### src/core/dbc_pkg.sv
// Purpose: shared constants and types of the data buffer control block
// Assumes: one clock, all inputs synchronous to it
// Notes:   host source codes are the select values seen by the buffer chip
package dbc_pkg;

  // host data bus source select codes
  localparam logic [1:0] DBC_HSEL_FLOAT = 2'h0;
  localparam logic [1:0] DBC_HSEL_ONES  = 2'h1;
  localparam logic [1:0] DBC_HSEL_PCI   = 2'h2;
  localparam logic [1:0] DBC_HSEL_MEM   = 2'h3;

  // sizes and reset values
  localparam int         DBC_BEAT_W      = 4;
  localparam int         DBC_CP_DEPTH    = 4;
  localparam int         DBC_CM_DEPTH    = 4;
  localparam int         DBC_CMDQ_DEPTH  = 2;
  localparam logic       DBC_LATCH_IDLE  = 1'b1;

  // cycle kinds the controller sequences
  typedef enum logic [2:0] {
    DBC_CPU_WR_PCI,
    DBC_PCI_DRAIN,
    DBC_CPU_RD_PCI,
    DBC_CPU_WR_MEM,
    DBC_MEM_DRAIN,
    DBC_CPU_RD_MEM,
    DBC_PCI_RD_MEM,
    DBC_PCI_WR_MEM
  } dbc_kind_e;

  typedef enum logic [1:0] {
    DBC_IDLE,
    DBC_RUN,
    DBC_GAP
  } dbc_state_e;

  // one queued cycle command
  typedef struct packed {
    dbc_kind_e             kind;
    logic                  high_first;
    logic                  from_cache;
    logic [DBC_BEAT_W-1:0] last_beat;
  } dbc_cmd_s;

endpackage : dbc_pkg

### src/core/dbc_ctrl.sv
// Purpose: steers the companion data buffer: selects, latches, enables, push/pop
// Assumes: pci_clock_in sampled as a plain synchronous input on clk
// Notes:   commands queue in a two-entry buffer; each runs beat by beat
// Behaviour
// - select 00 floats, 01 drives all ones
// - select 10 from PCI, 11 from memory
// - latch host/memory data into PCI read buffer
// - latch PCI data for CPU read on PCI edge
// - latch PCI data into posted buffer on edge
// - PCI drive only for CPU write, master read
// - memory latch holds while enable negated
// - CPU-to-PCI push edge stores and advances write
// - CPU-to-PCI pop edge advances read pointer
// - memory push level writes each clock
// - memory pop level advances each clock
// - prelatch copies output entry onto PCI bus
// - prelatch for master cache read, memory write
// - upper dword indicator in four cases
`timescale 1ns/1ps
module dbc_ctrl
  import dbc_pkg::*;
#(
  parameter int CP_DEPTH = DBC_CP_DEPTH,
  parameter int CM_DEPTH = DBC_CM_DEPTH
) (
  // clock and reset
  input  wire logic                       clk,
  input  wire logic                       arst_n,
  // command stream
  input  wire logic                       cmd_valid,
  input  wire dbc_cmd_s                   cmd,
  output logic                            cmd_ready,
  // timing reference
  input  wire logic                       pci_clock_in,
  // buffer chip controls
  output logic [1:0]                      host_bus_source_select,
  output logic                            pci_side_latch_enable_n,
  output logic                            pci_bus_drive_enable,
  output logic                            memory_read_latch_enable,
  output logic                            cpu_to_pci_push,
  output logic                            cpu_to_pci_pop,
  output logic                            cpu_to_mem_push,
  output logic                            cpu_to_mem_pop,
  output logic                            prelatch_load_enable,
  output logic                            upper_dword_indicator,
  // status
  output logic                            busy,
  output logic [$clog2(CP_DEPTH+1)-1:0]   cp_level,
  output logic [$clog2(CM_DEPTH+1)-1:0]   cm_level,
  output logic [$clog2(CP_DEPTH)-1:0]     cp_wr_ptr,
  output logic [$clog2(CP_DEPTH)-1:0]     cp_rd_ptr,
  output logic [$clog2(CM_DEPTH)-1:0]     cm_wr_ptr,
  output logic [$clog2(CM_DEPTH)-1:0]     cm_rd_ptr
);

  localparam int CPL = $clog2(CP_DEPTH+1);
  localparam int CML = $clog2(CM_DEPTH+1);
  localparam int CPP = $clog2(CP_DEPTH);
  localparam int CMP = $clog2(CM_DEPTH);

  // two-entry command buffer
  dbc_cmd_s   q_mem_r [DBC_CMDQ_DEPTH];
  logic       q_wr_r;
  logic       q_rd_r;
  logic [1:0] q_cnt_r;
  logic       q_valid;
  logic       q_pop;
  logic       q_push;

  assign q_valid   = (q_cnt_r != 2'h0);
  assign cmd_ready = (q_cnt_r != 2'(DBC_CMDQ_DEPTH));
  assign q_push    = cmd_valid && cmd_ready;

  always_ff @(posedge clk or negedge arst_n) begin
    if (!arst_n) begin
      q_wr_r  <= 1'b0;
      q_rd_r  <= 1'b0;
      q_cnt_r <= 2'h0;
    end else begin
      if (q_push) begin
        q_wr_r <= ~q_wr_r;
      end
      if (q_pop) begin
        q_rd_r <= ~q_rd_r;
      end
      q_cnt_r <= q_cnt_r + 2'(q_push) - 2'(q_pop);
    end
  end

  always_ff @(posedge clk) begin
    if (q_push) begin
      q_mem_r[q_wr_r] <= cmd;
    end
  end

  // pci clock edge detect
  logic pci_q_r;
  logic pci_rise;
  always_ff @(posedge clk or negedge arst_n) begin
    if (!arst_n) begin
      pci_q_r <= 1'b1;
    end else begin
      pci_q_r <= pci_clock_in;
    end
  end
  assign pci_rise = pci_clock_in && !pci_q_r;

  // sequencer
  dbc_state_e             state_r;
  dbc_cmd_s               exe_r;
  logic [DBC_BEAT_W-1:0]  beat_r;
  logic [CPL-1:0]         cp_cnt_r;
  logic [CML-1:0]         cm_cnt_r;
  logic                   fire;
  logic                   last;
  logic                   high_dw;

  assign q_pop   = (state_r == DBC_IDLE) && q_valid;
  assign last    = (beat_r == exe_r.last_beat);
  assign high_dw = exe_r.high_first ^ beat_r[0];

  always_comb begin
    fire = 1'b0;
    if (state_r == DBC_RUN) begin
      case (exe_r.kind)
        DBC_CPU_WR_PCI: fire = (cp_cnt_r != CPL'(CP_DEPTH));
        DBC_PCI_DRAIN:  fire = (cp_cnt_r != '0);
        DBC_CPU_WR_MEM: fire = (cm_cnt_r != CML'(CM_DEPTH));
        DBC_MEM_DRAIN:  fire = (cm_cnt_r != '0);
        DBC_CPU_RD_PCI: fire = pci_rise;
        DBC_PCI_WR_MEM: fire = pci_rise;
        default:        fire = 1'b1;
      endcase
    end
  end

  always_ff @(posedge clk or negedge arst_n) begin
    if (!arst_n) begin
      state_r <= DBC_IDLE;
      exe_r   <= '0;
      beat_r  <= '0;
    end else begin
      case (state_r)
        DBC_IDLE: begin
          if (q_valid) begin
            exe_r   <= q_mem_r[q_rd_r];
            beat_r  <= '0;
            state_r <= DBC_RUN;
          end
        end
        DBC_RUN: begin
          if (fire) begin
            state_r <= DBC_GAP;
          end
        end
        default: begin
          if (last) begin
            state_r <= DBC_IDLE;
          end else begin
            beat_r  <= beat_r + 1'b1;
            state_r <= DBC_RUN;
          end
        end
      endcase
    end
  end

  // posted buffer pointer tracking
  logic cp_in;
  logic cp_out;
  logic cm_in;
  logic cm_out;
  assign cp_in  = fire && (exe_r.kind == DBC_CPU_WR_PCI);
  assign cp_out = fire && (exe_r.kind == DBC_PCI_DRAIN);
  assign cm_in  = fire && (exe_r.kind == DBC_CPU_WR_MEM);
  assign cm_out = fire && (exe_r.kind == DBC_MEM_DRAIN);

  always_ff @(posedge clk or negedge arst_n) begin
    if (!arst_n) begin
      cp_wr_ptr <= '0;
      cp_rd_ptr <= '0;
      cp_cnt_r  <= '0;
    end else begin
      if (cp_in) begin
        cp_wr_ptr <= (cp_wr_ptr == CPP'(CP_DEPTH-1)) ? '0 : cp_wr_ptr + 1'b1;
      end
      if (cp_out) begin
        cp_rd_ptr <= (cp_rd_ptr == CPP'(CP_DEPTH-1)) ? '0 : cp_rd_ptr + 1'b1;
      end
      cp_cnt_r <= cp_cnt_r + CPL'(cp_in) - CPL'(cp_out);
    end
  end

  always_ff @(posedge clk or negedge arst_n) begin
    if (!arst_n) begin
      cm_wr_ptr <= '0;
      cm_rd_ptr <= '0;
      cm_cnt_r  <= '0;
    end else begin
      if (cm_in) begin
        cm_wr_ptr <= (cm_wr_ptr == CMP'(CM_DEPTH-1)) ? '0 : cm_wr_ptr + 1'b1;
      end
      if (cm_out) begin
        cm_rd_ptr <= (cm_rd_ptr == CMP'(CM_DEPTH-1)) ? '0 : cm_rd_ptr + 1'b1;
      end
      cm_cnt_r <= cm_cnt_r + CML'(cm_in) - CML'(cm_out);
    end
  end

  assign cp_level = cp_cnt_r;
  assign cm_level = cm_cnt_r;
  assign busy     = (state_r != DBC_IDLE) || q_valid;

  // buffer chip control outputs, one clock after the beat fires
  always_ff @(posedge clk or negedge arst_n) begin
    if (!arst_n) begin
      host_bus_source_select   <= DBC_HSEL_FLOAT;
      pci_side_latch_enable_n  <= DBC_LATCH_IDLE;
      pci_bus_drive_enable     <= 1'b0;
      memory_read_latch_enable <= 1'b0;
      cpu_to_pci_push          <= 1'b0;
      cpu_to_pci_pop           <= 1'b0;
      cpu_to_mem_push          <= 1'b0;
      cpu_to_mem_pop           <= 1'b0;
      prelatch_load_enable     <= 1'b0;
      upper_dword_indicator    <= 1'b0;
    end else begin
      host_bus_source_select   <= DBC_HSEL_FLOAT;
      pci_side_latch_enable_n  <= DBC_LATCH_IDLE;
      pci_bus_drive_enable     <= 1'b0;
      memory_read_latch_enable <= 1'b0;
      cpu_to_pci_push          <= cp_in;
      cpu_to_pci_pop           <= cp_out;
      cpu_to_mem_push          <= cm_in;
      cpu_to_mem_pop           <= cm_out;
      prelatch_load_enable     <= 1'b0;
      upper_dword_indicator    <= 1'b0;
      if (fire) begin
        case (exe_r.kind)
          DBC_CPU_WR_PCI: begin
            upper_dword_indicator <= high_dw;
          end
          DBC_PCI_DRAIN: begin
            prelatch_load_enable  <= 1'b1;
            pci_bus_drive_enable  <= 1'b1;
          end
          DBC_CPU_RD_PCI: begin
            pci_side_latch_enable_n <= 1'b0;
            host_bus_source_select  <= DBC_HSEL_PCI;
            upper_dword_indicator   <= high_dw;
          end
          DBC_CPU_RD_MEM: begin
            memory_read_latch_enable <= 1'b1;
            host_bus_source_select   <= DBC_HSEL_MEM;
          end
          DBC_PCI_RD_MEM: begin
            pci_side_latch_enable_n  <= 1'b0;
            memory_read_latch_enable <= !exe_r.from_cache;
            prelatch_load_enable     <= exe_r.from_cache;
            pci_bus_drive_enable     <= 1'b1;
            upper_dword_indicator    <= high_dw;
          end
          DBC_PCI_WR_MEM: begin
            pci_side_latch_enable_n <= 1'b0;
            prelatch_load_enable    <= 1'b1;
            upper_dword_indicator   <= high_dw;
          end
          default: begin
            host_bus_source_select <= DBC_HSEL_FLOAT;
          end
        endcase
      end
    end
  end

  // checks
  cp_push_pulse_a: assert property (@(posedge clk) disable iff (!arst_n)
    cpu_to_pci_push |=> !cpu_to_pci_push)
    else $error("cpu to pci push not a pulse");
  cp_pop_cause_a: assert property (@(posedge clk) disable iff (!arst_n)
    cpu_to_pci_pop |-> $past(exe_r.kind == DBC_PCI_DRAIN) && $past(cp_cnt_r != '0))
    else $error("cpu to pci pop without data");
  cp_no_overrun_a: assert property (@(posedge clk) disable iff (!arst_n)
    cp_cnt_r <= CPL'(CP_DEPTH))
    else $error("cpu to pci buffer overrun");
  cm_no_overrun_a: assert property (@(posedge clk) disable iff (!arst_n)
    cm_cnt_r <= CML'(CM_DEPTH))
    else $error("cpu to mem buffer overrun");
  cm_push_level_a: assert property (@(posedge clk) disable iff (!arst_n)
    cpu_to_mem_push |-> $past(cm_in) && (cm_cnt_r == $past(cm_cnt_r) + 1'b1 - CML'($past(cm_out))))
    else $error("cpu to mem push without advance");
  cm_pop_cause_a: assert property (@(posedge clk) disable iff (!arst_n)
    cpu_to_mem_pop |-> $past(exe_r.kind == DBC_MEM_DRAIN))
    else $error("cpu to mem pop outside drain");
  pci_edge_latch_a: assert property (@(posedge clk) disable iff (!arst_n)
    (!pci_side_latch_enable_n && $past(exe_r.kind != DBC_PCI_RD_MEM)) |-> $past(pci_rise))
    else $error("pci side latch off the pci edge");
  drive_only_a: assert property (@(posedge clk) disable iff (!arst_n)
    pci_bus_drive_enable |-> $past(exe_r.kind == DBC_PCI_DRAIN || exe_r.kind == DBC_PCI_RD_MEM))
    else $error("pci drive in wrong cycle");
  hsel_source_a: assert property (@(posedge clk) disable iff (!arst_n)
    (host_bus_source_select == DBC_HSEL_PCI) |-> !pci_side_latch_enable_n && !pci_bus_drive_enable)
    else $error("host select from pci without latch");
  prelatch_drain_a: assert property (@(posedge clk) disable iff (!arst_n)
    (prelatch_load_enable && pci_bus_drive_enable) |-> cpu_to_pci_pop || !pci_side_latch_enable_n)
    else $error("prelatch drive without source");

endmodule : dbc_ctrl

### config.mk
export PLATFORM = sky130hd
export DESIGN_NAME = dbc_ctrl
export DESIGN_NICKNAME = d
export VERILOG_FILES = /design/src/core/dbc_pkg.sv /design/src/core/dbc_ctrl.sv
export SDC_FILE = /design/constraint.sdc
export NUM_CORES = 1
export LEC_CHECK = 0
export BUFFER_PORTS_ARGS = -buffer_cell sky130_fd_sc_hd__buf_2
export CAP_MARGIN = 25
export CORE_UTILIZATION = 25
export CTS_BUF_LIST = sky130_fd_sc_hd__clkbuf_2
export CTS_CLUSTER_SIZE = 10
export DETAILED_ROUTE_END_ITERATION = 6
export GPL_TIMING_DRIVEN = 0
export HOLD_SLACK_MARGIN = 0.06
export PLACE_DENSITY_LB_ADDON = 0.12
export SLEW_MARGIN = 0
export SYNTH_ARGS = -nofsm -noshare
export SYNTH_HDL_FRONTEND = slang
export SYNTH_SLANG_ARGS = --single-unit
### constraint.sdc
create_clock -name clk -period 4.87 [get_ports clk]
set_input_delay 0.487 -clock clk [delete_from_list [all_inputs] [get_ports clk]]
set_output_delay 0.487 -clock clk [all_outputs]
set_load 0.02 [all_outputs]
[Word level (Yosys, flattened, before mapping)]
Memories as Yosys holds them, arrays and structs flattened. A register that Yosys moved wholly into a read port is not among the register bits.
Index checks and enable logic that the tools add are counted.
Cells by class
  mux-type cells: 27
  reductions and logical operators: 25
  bitwise logic cells: 4
  equality and inequality tests: 19
  add/subtract/negate cells: 11
Operators by type and width (count)
  2-bit two-way mux: 7
  3-bit equality test, second input constant: 4
  1-bit two-way mux: 12
  2-bit by 1-bit adder with 2-bit output, second input constant: 4
  2-bit equality test, second input constant: 4
  4-bit two-way mux: 2
  2-bit one-hot mux with 2 select lines: 2
  4-bit one-hot mux with 2 select lines: 1
  1-bit logical AND: 7
  3-bit by 1-bit adder with 3-bit output: 2
  3-bit by 2-bit equality test with 1-bit output, second input constant: 2
  2-bit != test, second input constant: 3
  3-bit != test, second input constant: 2
  3-bit nonzero test: 2
  2-bit OR reduction: 3
  3-bit by 1-bit subtractor with 3-bit output: 2
  1-bit one-hot mux with 5 select lines: 1
  4-bit by 1-bit adder with 4-bit output, second input constant: 1
  4-bit equality test: 1
  1-bit one-hot mux with 2 select lines: 2
  2-bit AND reduction: 2
  2-bit nonzero test: 2
  4-bit OR reduction: 1
  3-bit by 1-bit equality test with 1-bit output, second input constant: 1
  other kinds (12): 16
Storage, ports and cells
  logic and storage cells: 109
  flip-flop bits (word level): 36
  memories: 1
  RAM bits: 18
Memory list
  q_mem_r: words 2, bits a word 9, read ports 1, clocked after memory_dff 1, write ports 1, line dbc_ctrl.sv:62  | dbc_cmd_s q_mem_r [DBC_CMDQ_DEPTH];

[Longest topological paths before layout]
  word-level depth: 7
  depth in mapped cells: 12

[Worst setup path before layout]
Ideal clock, no wire load.
  path kind: input -> register
  start: in pci_clock_in
  end: reg cm_cnt_r[2] (netlist: cm_level[2])
  path buffers: 0
  arrival time: 2736 ps
  slack: 2004 ps
  library setup time: 130 ps
  cell stages on the path: 11
  cells stage by stage: or3b_2 a221oi_2 o31ai_4 nor2_4 inv_1 ha_1 inv_1 ha_1 fa_1 xor2_1 xnor2_1
On the way
  cells in the longest elaborated chain, start to end: 6
Ends and longest elaborated chain
  start, declared: line dbc_ctrl.sv:34  | input wire logic pci_clock_in,
  1-bit logical AND: line dbc_ctrl.sv:106  | assign pci_rise = pci_clock_in && !pci_q_r;
  1-bit one-hot mux with 5 select lines: line dbc_ctrl.sv:125  | case (exe_r.kind)
  1-bit two-way mux: line dbc_ctrl.sv:124  | if (state_r == DBC_RUN) begin
  1-bit logical AND: line dbc_ctrl.sv:175  | assign cm_in = fire && (exe_r.kind == DBC_CPU_WR_MEM);
  via cm_in: line dbc_ctrl.sv:171  | logic cm_in;
  3-bit by 1-bit adder with 3-bit output: line dbc_ctrl.sv:206  | cm_cnt_r <= cm_cnt_r + CML'(cm_in) - CML'(cm_out);
  3-bit by 1-bit subtractor with 3-bit output: line dbc_ctrl.sv:206
  end signal, assigned: line dbc_ctrl.sv:206
  end, declared: line dbc_ctrl.sv:113  | logic [CML-1:0] cm_cnt_r;
The timed path passes the listed nets, and every way through them passes these cells.
A chain may end at the register's enable or synchronous reset.

[Worst setup path after layout]
Ends and elaborated chain as after synthesis.

==> results.json <==
{
  "power_density_nw_per_um2": 634,
  "grt_usage_pct": 10.1,
  "rsz0062_at_grt": "no",
  "clkSlewWorstSetupHoldPaths_ns": 0.21,
  "grt_pass1_wl_mm": 8.63,
  "via_per_inst": 4.08,
  "drive_gt1_share_pct": 28.2,
  "cts-buffers-inserted": 9,
  "grtUsageMet2_pct": 14.4,
  "dieArea_um2": 11600,
  "clock_path_buffers": 2,
  "tns_ns": 0,
  "cts_resized": 0,
  "multiInputGateArea_um2": 1030,
  "area_growth_pct": 19.1,
  "routed-via-count": 1713,
  "cp.required_ns": 5.28,
  "drt_iter0_markers": 49,
  "skew_ns": 0.0274,
  "critical_path_class": "in -> reg",
  "drc": 0,
  "maxSlewHeadroom_pct": 46.9,
  "ir_worst_vdd_mv": 0.189,
  "cts_tree": "done",
  "reg2reg_from": "exe_r[7]",
  "hold_viol_final": 0,
  "grt_max_degree": 24,
  "total_power_w": 0.00212,
  "p_leak_nw": 1.48,
  "synth_ff_type": "dfrtp_1",
  "cts-hold-fix-buffers": 2,
  "num_rows": 38,
  "fmax_ghz": 0.323,
  "setup_violations": 0,
  "outcome": "complete, no violations",
  "regArea_um2": 1670,
  "io_pins": 40,
  "period_share_pct": 63.5,
  "first_pass_iters": 3,
  "wirelength_mm": 5.08,
  "io_buffers": 39,
  "core_um2": 10900,
  "cpPeakStageDelay_ns": 0.53,
  "worst_path_dominant_cell_family": "adder cells",
  "crit_arrival_ns": 3.50,
  "maxSlewViolCount": 0,
  "dp_hpwl_mm": 3.66,
  "grt_busiest_layer": "met2",
  "ant_nets": 0,
  "synth.largest_area_cell": "dfrtp_1",
  "hp-class": "in -> reg",
  "diodes": 0,
  "clk_latency_ns": 0.51,
  "grt_pass1_vias": 1743,
  "synth_nets": 245,
  "min_from": "cmd[2]",
  "fp.dieW_um": 108,
  "routedWlPerCell_um": 12.1,
  "end_kind": "flop",
  "tightest_slew_ns": 0.793,
  "antenna_found_initial": 0,
  "maxCapViolations": 0,
  "period_needed_ns": 3.09,
  "synth_top_area_share_pct": 38.4,
  "critPathLaunchType": "input pin",
  "yosys_warnings": 0,
  "htreeDepth": 3,
  "use_met1_pct": 13.3,
  "synth_edf_count": 18,
  "synthCells": 219,
  "synth_seq_cells": 63,
  "gp_congestion": 0.688,
  "gr-total-overflow": 0,
  "clock_sinks": 63,
  "critPathBufInv": 4,
  "async_flop_share_pct": 71.4,
  "synth_area_um2": 2800,
  "fp.dieH_um": 108,
  "syn_area_per_cell_um2": 12.8,
  "ys_seq_area_share_pct": 59.5,
  "clockRootBuffer": "clkbuf_2",
  "met3_usage_pct": 4.06,
  "fillerInstances": 1122,
  "nNetsFinal": 301,
  "post_cts_buffers": 0,
  "path_cells": "dlygate4sd3_1 -> buf_2 -> or3b_2 -> a221oi_2 -> o31ai_4 -> nor2_4 -> inv_1 -> ha_1 -> inv_1 -> ha_1 -> fa_1 -> xor2_1 -> xnor2_1",
  "synth.distinct_cells": 46,
  "critPathMaxFanout": 9,
  "crit_start": "pci_clock_in",
  "synth_area_leaders": "dfrtp_1 (38%), edfxtp_1 (19%), ha_1 (4.9%), mux2i_1 (3.2%), mux2_4 (3.2%)",
  "critPathSlowestCell": "dlygate4sd3_1",
  "initial_core_util_pct": 25.8
}
[cells in the mapped netlist, types with 2 or more instances]
library cell / instances
nor3b_1: 3
nor2_1: 16
or3b_2: 2
nand3_1: 5
o211ai_1: 2
xor2_1: 2
and3_1: 2
dfstp_2: 2
nand3b_1: 2
xnor2_1: 9
a21oi_1: 6
inv_1: 18
fa_1: 2
dfrtp_1: 43
nand2b_1: 4
nand2_1: 15
clkbuf_1: 5
mux2_4: 6
edfxtp_1: 18
nor2_4: 3
ha_1: 11
o21ai_0: 11
mux2i_1: 9
[per-stage QoR]
stage	cell area [um^2]	setup slack [ns]	std cells	util, %	hold slack (ns)
after floorplan	2800	2.00	219	-	0.191
after CTS	3310	1.79	417	30.4	0.0907
after global placement	3170	1.74	398	29.2	0.478
after detailed placement	3190	1.76	399	29.3	0.485
final	3340	1.78	420	30.7	0.146
after global routing	3340	1.65	420	30.7	0.0711
[sequential cells by signal (all words and copies together), names as in the netlist]
register                  count
q_mem_r                      18
exe_r                         9
beat_r                        4
cm_level                      3
cp_level                      3
cm_rd_ptr                     2
cm_wr_ptr                     2
cp_rd_ptr                     2
cp_wr_ptr                     2
host_bus_source_select        2
q_cnt_r                       2
state_r                       2
cpu_to_mem_pop                1
cpu_to_mem_push               1
cpu_to_pci_pop                1
cpu_to_pci_push               1
memory_read_latch_enable      1
pci_bus_drive_enable          1
pci_q_r                       1
pci_side_latch_enable_n       1
prelatch_load_enable          1
q_rd_r                        1
q_wr_r                        1
upper_dword_indicator         1
[worst register-to-register path: stages (launching register included)]
cell and delay (ns):
dfrtp_1 0.44, clkbuf_1 0.22, nand3b_1 0.26, o22ai_4 0.12, o31ai_4 0.56, nor2_4 0.11
ha_1 0.30, inv_1 0.04, ha_1 0.18, fa_1 0.37, xnor2_1 0.17, xnor2_1 0.14
[cells by family after synthesis]
logic type / after synthesis / share of synthesized area [%]
mux: 16 / 6.83
compound gates: 30 / 8.26
xor+xnor: 11 / 3.44
buf+inv: 25 / 3.66
fa+ha+maj: 13 / 6.34
simple gates: 61 / 12.0
flops: 63 / 59.5
[cell type report]
| type | count | area share, % |
|---|---|---|
| clock inverters | 7 | 1.46 |
| plain buffers | 7 | 1.05 |
| multi-input cells | 131 | 30.9 |
| flip-flops and latches | 63 | 50.0 |
| well taps | 140 | 5.25 |
| repair buffers | 45 | 7.95 |
| inverters | 18 | 2.02 |
| clock buffers | 9 | 1.35 |
[layout by cell type (no fill, tap or decap), drive strengths merged, types with 2 or more instances in the layout]
master / instances
dfrtp: 43
buf: 42
inv: 19
nor2: 19
edfxtp: 18
nand2: 15
clkbuf: 14
o21ai: 11
ha: 11
xnor2: 9
mux2i: 9
mux2: 7
a21oi: 6
nand3: 5
dlygate4sd3: 5
nand2b: 4
nor3b: 3
clkinvlp: 3
clkinv: 3
or3b: 2
nand3b: 2
and3: 2
xor2: 2
o211ai: 2
fa: 2
dfstp: 2
[path summary, 6_finish.rpt]
| kind | slack [ns] | to | depth (start not counted) |
|---|---|---|---|
| max in group asynchronous | 3.77 | pci_side_latch_enable_n | 3 |
| worst max-delay path | 1.78 | cm_level[2] | 13 |
| worst max register to register | 1.87 | cp_level[2] | 11 |
| worst min-delay path | 0.15 | q_mem_r[1][2] | 1 |
| min in group asynchronous | 0.48 | cp_level[0] | 2 |
| worst min register to register | 0.51 | q_wr_r | 1 |
[report_power, final]
part	switching, W	internal, W
registers	0.000133	0.000748
logic	0.000559	0.000401
clock network	0.000210	0.0000665
[metal layers]
| metal | share of wire [%] | vias up |
|---|---|---|
| met2 | 42 | 38 |
| met3 | 5.4 | 9 |
| li1 | - | 871 |
| met4 | 1.9 | 0 |
| met1 | 51 | 795 |
| met5 | 0 | - |
Power figures use the tool's default switching activity.
